===== config.mk =====
export PLATFORM = sky130hd
export DESIGN_NAME = afm_top
export DESIGN_NICKNAME = d
export VERILOG_FILES = /design/src/inc/afm_pkg.sv /design/src/inc/afm_stage_if.sv /design/src/rtl/afm_stage.sv /design/src/rtl/afm_top.sv
export SDC_FILE = /design/constraint.sdc
export NUM_CORES = 2
export LEC_CHECK = 0
export ABC_AREA = 1
export BUFFER_PORTS_ARGS = -buffer_cell sky130_fd_sc_hd__buf_4
export CORE_ASPECT_RATIO = 1.4
export CORE_MARGIN = 8
export CORE_UTILIZATION = 41
export DETAILED_ROUTE_END_ITERATION = 12
export GPL_TIMING_DRIVEN = 0
export SYNTH_ARGS = -nofsm -noshare
export SYNTH_HDL_FRONTEND = slang
export SYNTH_HIERARCHICAL = 1
export SYNTH_SLANG_ARGS = --single-unit

===== constraint.sdc =====
create_clock -name mclk -period 6 [get_ports mclk]
set_clock_uncertainty 0.1 [all_clocks]
set_input_delay 1.2 -clock mclk [delete_from_list [all_inputs] [get_ports mclk]]
set_output_delay 1.2 -clock mclk [all_outputs]
set_load 0.03 [all_outputs]

===== src/inc/afm_pkg.sv =====
package afm_pkg;
    localparam int N_STAGE = 8;
    localparam int N_SENS = 10;
    localparam int N_VOUT = 6;
    localparam int N_TRIP = 4;
    localparam int N_OUT = 5;
    localparam int N_EVT = 12;
    localparam int N_PIN = 34;
    localparam int LSEL_W = N_SENS + 1 + N_VOUT + N_STAGE;
    localparam int CSEL_W = 3 + N_VOUT + N_STAGE;

    localparam int CLK_PERIOD_NS = 10;
    localparam int MS_NS = 1_000_000;
    localparam int MS_CYCLES = MS_NS / CLK_PERIOD_NS;
    localparam int MSW = $clog2(MS_CYCLES);
    localparam int HOLD_UNIT_MS = 10;

    localparam logic [7:0] ADR_CTRL = 8'h00;
    localparam logic [7:0] ADR_STATUS = 8'h04;
    localparam logic [7:0] ADR_PHASE_THR = 8'h08;
    localparam logic [7:0] ADR_RESID_THR = 8'h0C;
    localparam logic [7:0] ADR_TRIP_MAP = 8'h10;
    localparam logic [7:0] ADR_ALARM_MAP = 8'h14;
    localparam logic [7:0] ADR_EVT_EN = 8'h18;
    localparam logic [7:0] ADR_INSTALLED = 8'h1C;
    localparam logic [7:0] ADR_LSEL = 8'h20;
    localparam logic [7:0] ADR_CSEL = 8'h40;
    localparam logic [7:0] ADR_TIMING = 8'h60;

    localparam int CTRL_CLR_BIT = 8;
    localparam int CTRL_INSTALL_BIT = 9;
    localparam int ST_OUT_LSB = 8;
    localparam int ST_READY_BIT = 16;
    localparam int ST_CARD_BIT = 17;
    localparam int ALARM_LATCH_LSB = 8;
    localparam int TIMING_HOLD_LSB = 8;
    localparam int EVT_OFF_LSB = 16;

    localparam logic [9:0] PHASE_THR_MIN = 10'h032;
    localparam logic [9:0] PHASE_THR_MAX = 10'h320;
    localparam logic [9:0] RESID_THR_MIN = 10'h00A;
    localparam logic [9:0] RESID_THR_MAX = 10'h1F4;
    localparam logic [9:0] THR_RST = 10'h064;
    localparam logic [7:0] HOLD_MIN = 8'h02;
    localparam logic [7:0] HOLD_RST = 8'h02;
    localparam logic [7:0] DELAY_RST = 8'h00;
    localparam logic [7:0] STAGE_EN_RST = 8'h00;
    localparam logic [11:0] EVT_EN_RST = 12'hFFF;

    typedef enum logic [1:0] {ST_IDLE = 2'b00, ST_DELAY = 2'b01, ST_HOLD = 2'b10} afm_stage_e;
    typedef enum logic {INST_READY = 1'b0, INST_BUSY = 1'b1} afm_inst_e;
endpackage


===== src/inc/afm_stage_if.sv =====
`timescale 1ns/100ps
`default_nettype none
interface afm_stage_if;
    logic enable;
    logic cond;
    logic ms_tick;
    logic tick_10ms;
    logic [7:0] delay;
    logic [7:0] hold;
    logic active;
    modport stage(input enable, input cond, input ms_tick, input tick_10ms, input delay, input hold,
        output active);
    modport ctrl(output enable, output cond, output ms_tick, output tick_10ms, output delay, output hold,
        input active);
endinterface
`default_nettype wire


===== src/rtl/afm_stage.sv =====
`timescale 1ns/100ps
`default_nettype none
module afm_stage
    import afm_pkg::*;
(
    input wire logic mclk,
    input wire logic arst_n,
    afm_stage_if.stage sif
);
    typedef struct packed {
        afm_stage_e st;
        logic [8:0] cnt;
    } afm_stg_s;

    afm_stg_s s_r;
    afm_stg_s s_nxt;

    always_comb begin
        s_nxt = s_r;
        unique case (s_r.st)
            ST_IDLE: begin
                if (sif.cond) begin
                    if (sif.delay == DELAY_RST) begin
                        s_nxt.st = ST_HOLD;
                        s_nxt.cnt = {1'b0, sif.hold} + 9'h001;
                    end else begin
                        s_nxt.st = ST_DELAY;
                        s_nxt.cnt = {1'b0, sif.delay};
                    end
                end
            end
            ST_DELAY: begin
                if (!sif.cond) begin
                    s_nxt.st = ST_IDLE;
                end else if (sif.ms_tick) begin
                    if (s_r.cnt == 9'h001) begin
                        s_nxt.st = ST_HOLD;
                        s_nxt.cnt = {1'b0, sif.hold} + 9'h001;
                    end else begin
                        s_nxt.cnt = s_r.cnt - 9'h001;
                    end
                end
            end
            ST_HOLD: begin
                if (sif.tick_10ms && s_r.cnt != 9'h000) begin
                    s_nxt.cnt = s_r.cnt - 9'h001;
                end
                if (!sif.cond && s_r.cnt == 9'h000) begin
                    s_nxt.st = ST_IDLE;
                end
            end
            default: s_nxt.st = ST_IDLE;
        endcase
        if (!sif.enable) begin
            s_nxt.st = ST_IDLE;
            s_nxt.cnt = 9'h000;
        end
    end

    always_ff @(posedge mclk or negedge arst_n) begin
        if (!arst_n) begin
            s_r <= '{st: ST_IDLE, cnt: 9'h000};
        end else begin
            s_r <= s_nxt;
        end
    end

    assign sif.active = (s_r.st == ST_HOLD);
endmodule // afm_stage
`default_nettype wire


===== src/rtl/afm_top.sv =====
// The implementer's own choices: the register offsets and the Wishbone slave port.
`timescale 1ns/100ps
`default_nettype none
module afm_top
    import afm_pkg::*;
#(
    parameter int MS_CYC = MS_CYCLES
) (
    input wire logic mclk,
    input wire logic arst_n,
    input wire logic wb_cyc_i,
    input wire logic wb_stb_i,
    input wire logic wb_we_i,
    input wire logic [7:0] wb_adr_i,
    input wire logic [3:0] wb_sel_i,
    input wire logic [31:0] wb_dat_i,
    output logic [31:0] wb_dat_o,
    output logic wb_ack_o,
    input wire logic [N_SENS-1:0] light_sensor,
    input wire logic network_arc_input,
    input wire logic phase_oc,
    input wire logic resid_oc,
    input wire logic [N_VOUT-1:0] virtual_out,
    input wire logic card_present,
    input wire logic [N_SENS-1:0] sensor_present,
    input wire logic [N_SENS-1:0] sensor_link_ok,
    output logic [N_TRIP-1:0] trip_outputs,
    output logic alarm_relay_output,
    output logic [9:0] phase_threshold,
    output logic [9:0] resid_threshold,
    output logic [39:0] general_matrix_set,
    output logic [N_STAGE-1:0] stage_active,
    output logic event_valid,
    output logic [4:0] event_code,
    output logic install_ready
);
    typedef struct packed {
        logic [N_PIN-1:0] sy1;
        logic [N_PIN-1:0] sy2;
        logic [N_STAGE-1:0] stage_en;
        logic [N_STAGE-1:0][LSEL_W-1:0] lsel;
        logic [N_STAGE-1:0][CSEL_W-1:0] csel;
        logic [N_TRIP-1:0][7:0] trip_map;
        logic [7:0] alarm_map;
        logic [N_OUT-1:0] latch_en;
        logic [N_STAGE-1:0][7:0] delay;
        logic [N_STAGE-1:0][7:0] hold;
        logic [N_EVT-1:0] evt_on_en;
        logic [N_EVT-1:0] evt_off_en;
        logic [9:0] phase_thr;
        logic [9:0] resid_thr;
        logic [N_OUT-1:0] latched;
        logic [N_OUT-1:0] outs;
        afm_inst_e inst;
        logic [N_SENS-1:0] installed;
        logic [N_EVT-1:0] ev_prev;
        logic [N_EVT-1:0] pend_on;
        logic [N_EVT-1:0] pend_off;
        logic ev_valid;
        logic [4:0] ev_code;
        logic ack;
        logic [31:0] dat;
        logic [MSW-1:0] ms_cnt;
        logic ms_tick;
        logic [3:0] ten_cnt;
        logic tick10;
        logic clr_cmd;
        logic inst_cmd;
    } afm_top_s;

    afm_top_s s_r;
    afm_top_s s_nxt;

    logic [N_STAGE-1:0] act;
    logic [N_SENS-1:0] light_s;
    logic net_s;
    logic phase_s;
    logic resid_s;
    logic card_s;
    logic [N_SENS-1:0] present_s;
    logic [N_SENS-1:0] link_s;
    logic [LSEL_W-1:0] light_vec;
    logic [CSEL_W-1:0] cur_vec;
    logic [N_STAGE-1:0] cond;
    logic [N_OUT-1:0] raw;
    logic [N_EVT-1:0] ev_src;

    assign light_s = s_r.sy2[9:0];
    assign net_s = s_r.sy2[10];
    assign phase_s = s_r.sy2[11];
    assign resid_s = s_r.sy2[12];
    assign card_s = s_r.sy2[13];
    assign present_s = s_r.sy2[23:14];
    assign link_s = s_r.sy2[33:24];

    assign light_vec = {act, virtual_out, net_s, light_s};
    assign cur_vec = {act, virtual_out, net_s, resid_s, phase_s};
    assign ev_src = {act, light_s[1:0], resid_s, phase_s};

    afm_stage_if sif [N_STAGE] ();

    for (genvar g = 0; g < N_STAGE; g++) begin : g_stage
        logic l_any;
        logic c_any;
        logic l_used;
        logic c_used;
        assign l_any = |(s_r.lsel[g] & light_vec);
        assign c_any = |(s_r.csel[g] & cur_vec);
        assign l_used = |s_r.lsel[g];
        assign c_used = |s_r.csel[g];
        assign cond[g] = (l_used | c_used) & (~l_used | l_any) & (~c_used | c_any);
        assign sif[g].enable = s_r.stage_en[g];
        assign sif[g].cond = cond[g];
        assign sif[g].ms_tick = s_r.ms_tick;
        assign sif[g].tick_10ms = s_r.tick10;
        assign sif[g].delay = s_r.delay[g];
        assign sif[g].hold = s_r.hold[g];
        assign act[g] = sif[g].active;
        afm_stage u_stage (
            .mclk(mclk),
            .arst_n(arst_n),
            .sif(sif[g])
        );
    end

    for (genvar o = 0; o < N_TRIP; o++) begin : g_trip
        assign raw[o] = |(s_r.trip_map[o] & act);
    end
    assign raw[N_TRIP] = |(s_r.alarm_map & act);

    function automatic logic [31:0] wmerge(input logic [31:0] old, input logic [31:0] d, input logic [3:0] sel);
        logic [31:0] r;
        r = old;
        for (int b = 0; b < 4; b++) begin
            if (sel[b]) begin
                r[8*b +: 8] = d[8*b +: 8];
            end
        end
        return r;
    endfunction

    always_comb begin
        logic req;
        logic [2:0] idx;
        logic [31:0] cur;
        logic [31:0] wv;
        logic [N_EVT-1:0] on_clr;
        logic [N_EVT-1:0] off_clr;
        req = 1'b0;
        idx = wb_adr_i[4:2];
        cur = 32'h0000_0000;
        wv = 32'h0000_0000;
        on_clr = '0;
        off_clr = '0;
        s_nxt = s_r;
        s_nxt.sy1 = {sensor_link_ok, sensor_present, card_present, resid_oc, phase_oc, network_arc_input,
            light_sensor};
        s_nxt.sy2 = s_r.sy1;

        // timebase: 1 ms and 10 ms enables
        s_nxt.ms_tick = 1'b0;
        s_nxt.tick10 = 1'b0;
        if (s_r.ms_cnt == MSW'(MS_CYC - 1)) begin
            s_nxt.ms_cnt = '0;
            s_nxt.ms_tick = 1'b1;
        end else begin
            s_nxt.ms_cnt = s_r.ms_cnt + MSW'(1);
        end
        if (s_r.ms_tick) begin
            if (s_r.ten_cnt == 4'(HOLD_UNIT_MS - 1)) begin
                s_nxt.ten_cnt = 4'h0;
                s_nxt.tick10 = 1'b1;
            end else begin
                s_nxt.ten_cnt = s_r.ten_cnt + 4'h1;
            end
        end

        s_nxt.latched = (s_r.latched & ~{N_OUT{s_r.clr_cmd}}) | (raw & s_r.latch_en);
        s_nxt.outs = raw | s_r.latched;

        unique case (s_r.inst)
            INST_READY: if (s_r.inst_cmd) s_nxt.inst = INST_BUSY;
            INST_BUSY: begin
                if ((present_s & ~link_s) == '0) begin
                    s_nxt.inst = INST_READY;
                    s_nxt.installed = present_s;
                end
            end
        endcase

        // events: one per cycle, lowest index first, on before off
        s_nxt.ev_prev = ev_src;
        s_nxt.ev_valid = 1'b0;
        s_nxt.ev_code = s_r.ev_code;
        for (int i = N_EVT - 1; i >= 0; i--) begin
            if (s_r.pend_off[i] || s_r.pend_on[i]) begin
                s_nxt.ev_valid = 1'b1;
                s_nxt.ev_code = {~s_r.pend_on[i], 4'(i)};
                on_clr = '0;
                off_clr = '0;
                if (s_r.pend_on[i]) on_clr[i] = 1'b1;
                else off_clr[i] = 1'b1;
            end
        end
        s_nxt.pend_on = (s_r.pend_on & ~on_clr) | (ev_src & ~s_r.ev_prev & s_r.evt_on_en);
        s_nxt.pend_off = (s_r.pend_off & ~off_clr) | (~ev_src & s_r.ev_prev & s_r.evt_off_en);

        // wishbone slave, one wait state
        s_nxt.ack = 1'b0;
        s_nxt.clr_cmd = 1'b0;
        s_nxt.inst_cmd = 1'b0;
        if (wb_cyc_i && wb_stb_i && !s_r.ack) begin
            req = 1'b1;
        end
        if (wb_adr_i[7:5] == ADR_LSEL[7:5]) begin
            cur = 32'(s_r.lsel[idx]);
        end else if (wb_adr_i[7:5] == ADR_CSEL[7:5]) begin
            cur = 32'(s_r.csel[idx]);
        end else if (wb_adr_i[7:5] == ADR_TIMING[7:5]) begin
            cur = {16'h0000, s_r.hold[idx], s_r.delay[idx]};
        end else begin
            unique case ({wb_adr_i[7:2], 2'b00})
                ADR_CTRL: cur = {24'h0000_00, s_r.stage_en};
                ADR_STATUS: cur = {14'h0000, card_s, (s_r.inst == INST_READY), 3'h0, s_r.outs, act};
                ADR_PHASE_THR: cur = {22'h00_0000, s_r.phase_thr};
                ADR_RESID_THR: cur = {22'h00_0000, s_r.resid_thr};
                ADR_TRIP_MAP: cur = s_r.trip_map;
                ADR_ALARM_MAP: cur = {19'h0_0000, s_r.latch_en, s_r.alarm_map};
                ADR_EVT_EN: cur = {4'h0, s_r.evt_off_en, 4'h0, s_r.evt_on_en};
                ADR_INSTALLED: cur = {22'h00_0000, s_r.installed};
                default: cur = 32'h0000_0000;
            endcase
        end
        wv = wmerge(cur, wb_dat_i, wb_sel_i);
        if (req) begin
            s_nxt.ack = 1'b1;
            s_nxt.dat = wb_we_i ? 32'h0000_0000 : cur;
        end
        if (req && wb_we_i) begin
            if (wb_adr_i[7:5] == ADR_LSEL[7:5]) begin
                s_nxt.lsel[idx] = wv[LSEL_W-1:0];
            end else if (wb_adr_i[7:5] == ADR_CSEL[7:5]) begin
                s_nxt.csel[idx] = wv[CSEL_W-1:0];
            end else if (wb_adr_i[7:5] == ADR_TIMING[7:5]) begin
                s_nxt.delay[idx] = wv[7:0];
                s_nxt.hold[idx] = (wv[15:8] < HOLD_MIN) ? HOLD_MIN : wv[15:8];
            end else begin
                unique case ({wb_adr_i[7:2], 2'b00})
                    ADR_CTRL: begin
                        s_nxt.stage_en = wv[7:0];
                        s_nxt.clr_cmd = wb_sel_i[1] & wb_dat_i[CTRL_CLR_BIT];
                        s_nxt.inst_cmd = wb_sel_i[1] & wb_dat_i[CTRL_INSTALL_BIT];
                    end
                    ADR_PHASE_THR: begin
                        if (card_s && wv[9:0] >= PHASE_THR_MIN && wv[9:0] <= PHASE_THR_MAX) begin
                            s_nxt.phase_thr = wv[9:0];
                        end
                    end
                    ADR_RESID_THR: begin
                        if (card_s && wv[9:0] >= RESID_THR_MIN && wv[9:0] <= RESID_THR_MAX) begin
                            s_nxt.resid_thr = wv[9:0];
                        end
                    end
                    ADR_TRIP_MAP: s_nxt.trip_map = wv;
                    ADR_ALARM_MAP: begin
                        s_nxt.alarm_map = wv[7:0];
                        s_nxt.latch_en = wv[ALARM_LATCH_LSB +: N_OUT];
                    end
                    ADR_EVT_EN: begin
                        s_nxt.evt_on_en = wv[N_EVT-1:0];
                        s_nxt.evt_off_en = wv[EVT_OFF_LSB +: N_EVT];
                    end
                    default: ;
                endcase
            end
        end
    end

    always_ff @(posedge mclk or negedge arst_n) begin
        if (!arst_n) begin
            s_r <= '0;
            s_r.stage_en <= STAGE_EN_RST;
            s_r.delay <= {N_STAGE{DELAY_RST}};
            s_r.hold <= {N_STAGE{HOLD_RST}};
            s_r.evt_on_en <= EVT_EN_RST;
            s_r.evt_off_en <= EVT_EN_RST;
            s_r.phase_thr <= THR_RST;
            s_r.resid_thr <= THR_RST;
            s_r.inst <= INST_READY;
        end else begin
            s_r <= s_nxt;
        end
    end

    assign wb_ack_o = s_r.ack;
    assign wb_dat_o = s_r.dat;
    assign trip_outputs = s_r.outs[N_TRIP-1:0];
    assign alarm_relay_output = s_r.outs[N_TRIP];
    assign phase_threshold = s_r.phase_thr;
    assign resid_threshold = s_r.resid_thr;
    assign general_matrix_set = {s_r.alarm_map, s_r.trip_map};
    assign stage_active = act;
    assign event_valid = s_r.ev_valid;
    assign event_code = s_r.ev_code;
    assign install_ready = (s_r.inst == INST_READY);
endmodule // afm_top
`default_nettype wire


# After elaboration in Yosys (flattened, before gate mapping)
# Index checks and enable logic that the tools add are counted.
totals:
  reg_bits: 838
  latchBits: 0
  ram_bits: 0
  rom_bits: 0
  inputBits: 89
  out_inout_bits: 113
  elab_cells: 659
  memories: 0
op_classes:
  add_sub_neg: 18
  mul: 0
  div: 0
  order_cmp: 7
  eq_ne: 100
  n_shift: 0
  muxes: 199
  bitwise: 114
  reduce_logical: 143
op_table:
  columns: ["operator", "n"]
  rows:
  - ["$reduce_or A25 Y1", 16]
  - ["$mux W11", 33]
  - ["$mux W12", 24]
  - ["$reduce_or A17 Y1", 16]
  - ["$pmux W32 S8", 1]
  - ["$mux W9", 24]
  - ["$pmux W9 S3", 8]
  - ["$and A25 B25 Y25", 8]
  - ["$bwmux W200", 1]
  - ["$and A17 B17 Y17", 8]
  - ["$bwmux W136", 1]
  - ["$bwmux W64", 2]
  - ["$mux W32", 4]
  - ["$ne A3 B2 Y1 const B", 32]
  - ["$bmux W25 S3", 1]
  - ["$demux W25 S3", 1]
  - ["$add A8 B1 Y9 const B", 8]
  - ["$and A12 B12 Y12", 6]
  - ["$eq A9 B1 Y1 const B", 8]
  - ["$logic_not A9 Y1", 8]
  - ["$mux W6", 12]
  - ["$reduce_bool A9 Y1", 8]
  - ["$sub A9 B1 Y9 const B", 8]
  - ["$logic_not A8 Y1", 8]
  - ["58 further kinds", 335]

# Depth between registers and ports, before layout
depth:
  ltp_word: 16
  mapped_depth: 20

# Hierarchy
# Netlist, hierarchy kept.
by_module_without_submodules:
  columns: ["module", "instances", "cells_per_inst", "area_per_inst_um2", "seq_area_each_um2"]
  rows:
  - ["afm_top", 1, 4431, 36226.0, 18815.5]
  - ["afm_stage", 8, 238, 1341.3, 275.3]

# Worst setup path after synthesis
# Ideal clock, no wire load.
synth_timing:
  kind: "input to register"
  from: "in wb_adr_i[4]"
  to: "reg s_r (netlist bit phase_threshold[8])"
  arrival_time_ns: 3.048
  slack_ns: 2.786
  stages: 19
  cell_sequence: "buf_2 nand3_1 nor2_1 buf_2 nand2_1 nand2_1 nor2_1 nand2_1 nor2_1 nand3_1 nand2_1 nand2_4 inv_2 nand2_4 nor2_2 nand2_1 buf_2 nand4_1 nand2_1"
synth_via:
  elab_chain_len: 10
  word_cells_on_any_way: 27
synth_lines:
  columns: ["element", "line", "rtl"]
  rows:
  - ["start: declaration", "afm_top.sv:14", "input wire logic [7:0] wb_adr_i,"]
  - ["$eq A6 B3 Y1, or another cell as far along", "afm_top.sv:222", "unique case ({wb_adr_i[7:2], 2'b00})"]
  - ["$pmux W32 S8 / $mux W8 (equally long branches)", "afm_top.sv:222, afm_top.sv:220", null]
  - ["$mux W32", "afm_top.sv:219", "end else if (wb_adr_i[7:5] == ADR_TIMING[7:5]) begin"]
  - ["$mux W32", "afm_top.sv:217", "end else if (wb_adr_i[7:5] == ADR_CSEL[7:5]) begin"]
  - ["$mux W32", "afm_top.sv:215", "if (wb_adr_i[7:5] == ADR_LSEL[7:5]) begin"]
  - ["$mux W8", "afm_top.sv:135", "if (sel[b]) begin"]
  - ["$ge A10 B6 Y1", "afm_top.sv:255", "if (card_s && wv[9:0] >= PHASE_THR_MIN && wv[9:0] <= PHASE_THR_MAX) begin"]
  - ["$logic_and A1 B1 Y1 (2 in series)", "afm_top.sv:255", null]
  - ["$reduce_and A6 Y1 (no source line)", null, null]
  - ["end signal: assignment", "afm_top.sv:291", "s_r <= s_nxt;"]
  - ["end: declaration", "afm_top.sv:71", "afm_top_s s_r;"]
# Parallel ways exist; a longest one is shown, timed or not. The select of a mux whose other input is x is not followed.
# A chain may end at the register's enable or synchronous reset.

# Final worst setup path
layout_timing:
  from: "reg g_stage[1].u_stage/s_r[9] (netlist name)"
  to: "reg g_stage[4].u_stage/s_r[1] (netlist name)"
layout_via:
  elab_chain_len: 8
  word_cells_on_any_way: 12
layout_lines:
  columns: ["element", "line", "rtl"]
  rows:
  - ["start: declaration", "afm_stage.sv:15", "afm_stg_s s_r;"]
  - ["start signal: assignment", "afm_stage.sv:62", "s_r <= '{st: ST_IDLE, cnt: 9'h000};"]
  - ["start signal: assignment", "afm_stage.sv:64", "s_r <= s_nxt;"]
  - ["$eq A2 B2 Y1 (*)", "afm_stage.sv:68", "assign sif.active = (s_r.st == ST_HOLD);"]
  - ["net cur_vec[10]", "afm_top.sv:83", "logic [CSEL_W-1:0] cur_vec;"]
  - ["$and A25 B25 Y25", "afm_top.sv:107", "assign l_any = |(s_r.lsel[g] & light_vec);"]
  - ["$reduce_or A25 Y1", "afm_top.sv:107", null]
  - ["$or A1 B1 Y1", "afm_top.sv:111", "assign cond[g] = (l_used | c_used) & (~l_used | l_any) & (~c_used | c_any);"]
  - ["$and A1 B1 Y1", "afm_top.sv:111", null]
  - ["$and A1 B1 Y1 (*)", "afm_top.sv:111", null]
  - ["net sif[4].cond", "afm_stage_if.sv:5", "logic cond;"]
  - ["$ne A3 B2 Y1 (no source line)", null, null]
  - ["$reduce_and A5 Y1 (no source line) (*)", null, null]
  - ["end signal: assignment", "afm_stage.sv:62", null]
  - ["end signal: assignment", "afm_stage.sv:64", null]
  - ["end: declaration", "afm_stage.sv:15", null]
# Mark *: on every way through the listed nets, which the timed path passes. The rest lies on a longest branch.

==> results.cfg <==
[synthesis]
synthesis.instances = 6335
synth_top_area_share_pct = 42.6
synth_area_leaders = dfrtp_1 (43%), nand2_1 (18%), o21ai_0 (6.8%)
syn_nets = 6473
synth_edf_count = 0
synthFlopType = dfrtp_1
synth_cell_type_count = 65
synth.most_common_cell = nand2_1
async_flop_share_pct = 100
synth_top_area_cell = dfrtp_1
avgSynthCellArea_sq_um = 7.41
ys_seq_elements = 838
ys_seq_area_share_pct = 44.8
syn_area_sq_mm = 0.0470
yosysWarnings = 6
synth_common_cells = nand2_1 (2,229), dfrtp_1 (800), o21ai_0 (636), inv_1 (443), nand3_1 (423)

[routing]
dr.pass1.iters = 6
via_count = 48400
drc = 0
drtIter0Drc = 5749
wire_per_inst_microns = 28.1
ant_nets = 0
viasPerCell = 5.90
wirelength_microns = 230000

[placed_design]
pre_cts_slack_ps = -2.79
postPlaceCellArea_sq_mm = 0.0505
dp_hpwl_microns = 172000
numPortBuffers = 192
place.gp.congestion = 1.10

[floorplan]
die_y_microns = 416
die_w_microns = 302
pin_count = 202
dieArea_sq_mm = 0.126
rows = 147
core_area_sq_mm = 0.114
start_util_pct = 41.1

[finish]
fin_area_sq_mm = 0.0539
drive_gt1_share_pct = 12.1
area_delta_synth_final_pct = 14.8
fill_cells = 11600
utilization_pct = 47.2
nets = 6767

[cts]
cts_tree = done
holdBufCountCts = 0
path_clk_slew_ps = 60
cts_buffers = 90
root_buffer = clkbuf_16
clk_latency_ps = 730
cts.htree.levels = 3
clockBufferDepth = 3
clock_sinks = 838

[critical_path]
reg2reg_from = g_stage[1].u_stage/s_r[9]
cp.arrival_ps = 6530
critical_path.max_fanout = 12
cp_data_required_time_ps = 6540
r2r_cells = 14
path_class = reg2reg
critPathCaptureType = flip-flop
critPathLaunchType = flip-flop
startpoint = g_stage[1].u_stage/s_r[9]

[pwr]
p_per_area_mw_per_mm2 = 269
p_leak_nw = 25.1
power_mw = 14.5
ir_drop_mv = 0.239

[timing]
layout_setup_ws_ps = 6.79
hold_viol_final = 0
setup-tns-final_ps = 0
setup_viol = 0
period_minus_slack_ps = 5990
finalCritPeriodShare_pct = 99.9
worst-slew-pin-transition_ps = 1580
drv_slew = 14
max_freq_ghz = 0.167
rsz0062_at_grt = false
max-slew-margin-rel_pct = -5.25

[hold_path]
whs_path_depth = 0
min_from = s_nxt[701]
hp-class = reg2reg

[grt]
gr-total-overflow = 0
antenna_found_initial = 22
grtUsageTotal_pct = 35.9
grt_pass1_wl_microns = 326000
grt_pass1_vias = 46300
grt_max_degree = 121

[status]
violations = capacitance limit, slew limit
status = finished, violations left

[job]
max_cap_violations = 2
[cell type report]
cell class	count	area, sq um	share of cell area (%)
multi-input cells	4613	22000	40.9
flip-flops and latches	838	21000	39.0
clock buffers	107	2460	4.56
plain buffers	389	2070	3.83
well taps	1490	1860	3.46
inverters	495	1860	3.45
repair buffers	202	1680	3.12
clock inverters	61	920	1.71
diodes	9	22.5	0.0418
[state kept, by name (all words and copies together) (netlist names), 32 cells and up]
signal,flops
s_r,448
g_stage.u_stage/s_r,88
sif.delay,64
sif.hold,64
general_matrix_set,40
s_nxt,34
wb_dat_o,32
[worst max-delay path: stages, from the launching register on]
cell and delay, ps:
dfrtp_1 390, inv_1 80, ha_1 1150, clkinv_1 1140
o2111ai_1 530, nor2_1 70, nand2_1 70, nor3_1 120
a211oi_1 1140, o22ai_1 260, a21oi_2 300, nand3_2 180
inv_2 130, nand3_1 120, nand2_1 80
[power by group]
part           leakage, nW  switching (mW)  internal [mW]
clock network         1.62            2.65           3.78
registers             11.2           0.262           5.85
logic                 12.3            1.44          0.509
[repair_timing]
| item | in CTS | in global routing |
|---|---|---|
| buffers inserted | 0 | 0 |
| gates resized for setup | 0 | 3 |
| setup endpoints to repair | 0 | 8 |
[cells by family after synthesis]
kind of cell | count (synthesis) | share of synthesized area [%]
and+or+nand+nor | 3454 | 31.5
AOI/OAI and AO/OA | 1072 | 13.4
buffers and inverters | 884 | 8.34
DFF | 838 | 44.8
adders and majority gates | 49 | 1.31
xor gates and xnor gates | 34 | 0.634
muxes | 4 | 0.117
[metal layers]
layer | track usage [%] | wire (microns) | share of wire [%] | vias to the layer above
li1 | - | - | - | 21400
met2 | 57.3 | 105000 | 46 | 2673
met3 | 8.95 | 20700 | 9.0 | 904
met1 | 39.5 | 79500 | 35 | 23400
met5 | 0.117 | 89 | 0.039 | -
met4 | 31.5 | 24500 | 11 | 14
[final timing paths]
| kind | to | slack [ps] |
|---|---|---|
| hold reg to reg | present_s[5] | 240 |
| max in group asynchronous | resid_threshold[6] | 3480 |
| setup / recovery | g_stage[4].u_stage/s_r[1] | 7 |
| setup reg to reg | g_stage[4].u_stage/s_r[1] | 7 |
| min in group asynchronous | wb_dat_o[19] | 320 |
| hold / removal | present_s[5] | 240 |
[through the flow]
step | hold WS, ps | cells
finish | 244 | 8204
floorplan | 231 | 6335
detailed placement | 235 | 8025
global placement | 232 | 8017
global route | 253 | 8198
CTS | 246 | 8193
[placed cells by master (no fill, tap or decap), drive strengths merged, types with 7 or more instances in the layout]
master	instances
xor2	31
a22oi	42
dfstp	38
clkinvlp	13
o21ai	699
nand4	136
or2	20
o211ai	20
nor2	445
buf	393
a211oi	8
o2111ai	16
o221ai	7
clkinv	37
clkbuf	304
a31oi	24
a21oi	103
diode	9
bufinv	19
ha	49
nor3	33
dfrtp	800
inv	487
nor4	90
o21bai	17
nand3	443
a22o	28
a221oi	36
nand2	2275
o22ai	35
No activity file was read; power rests on OpenSTA's default activity.
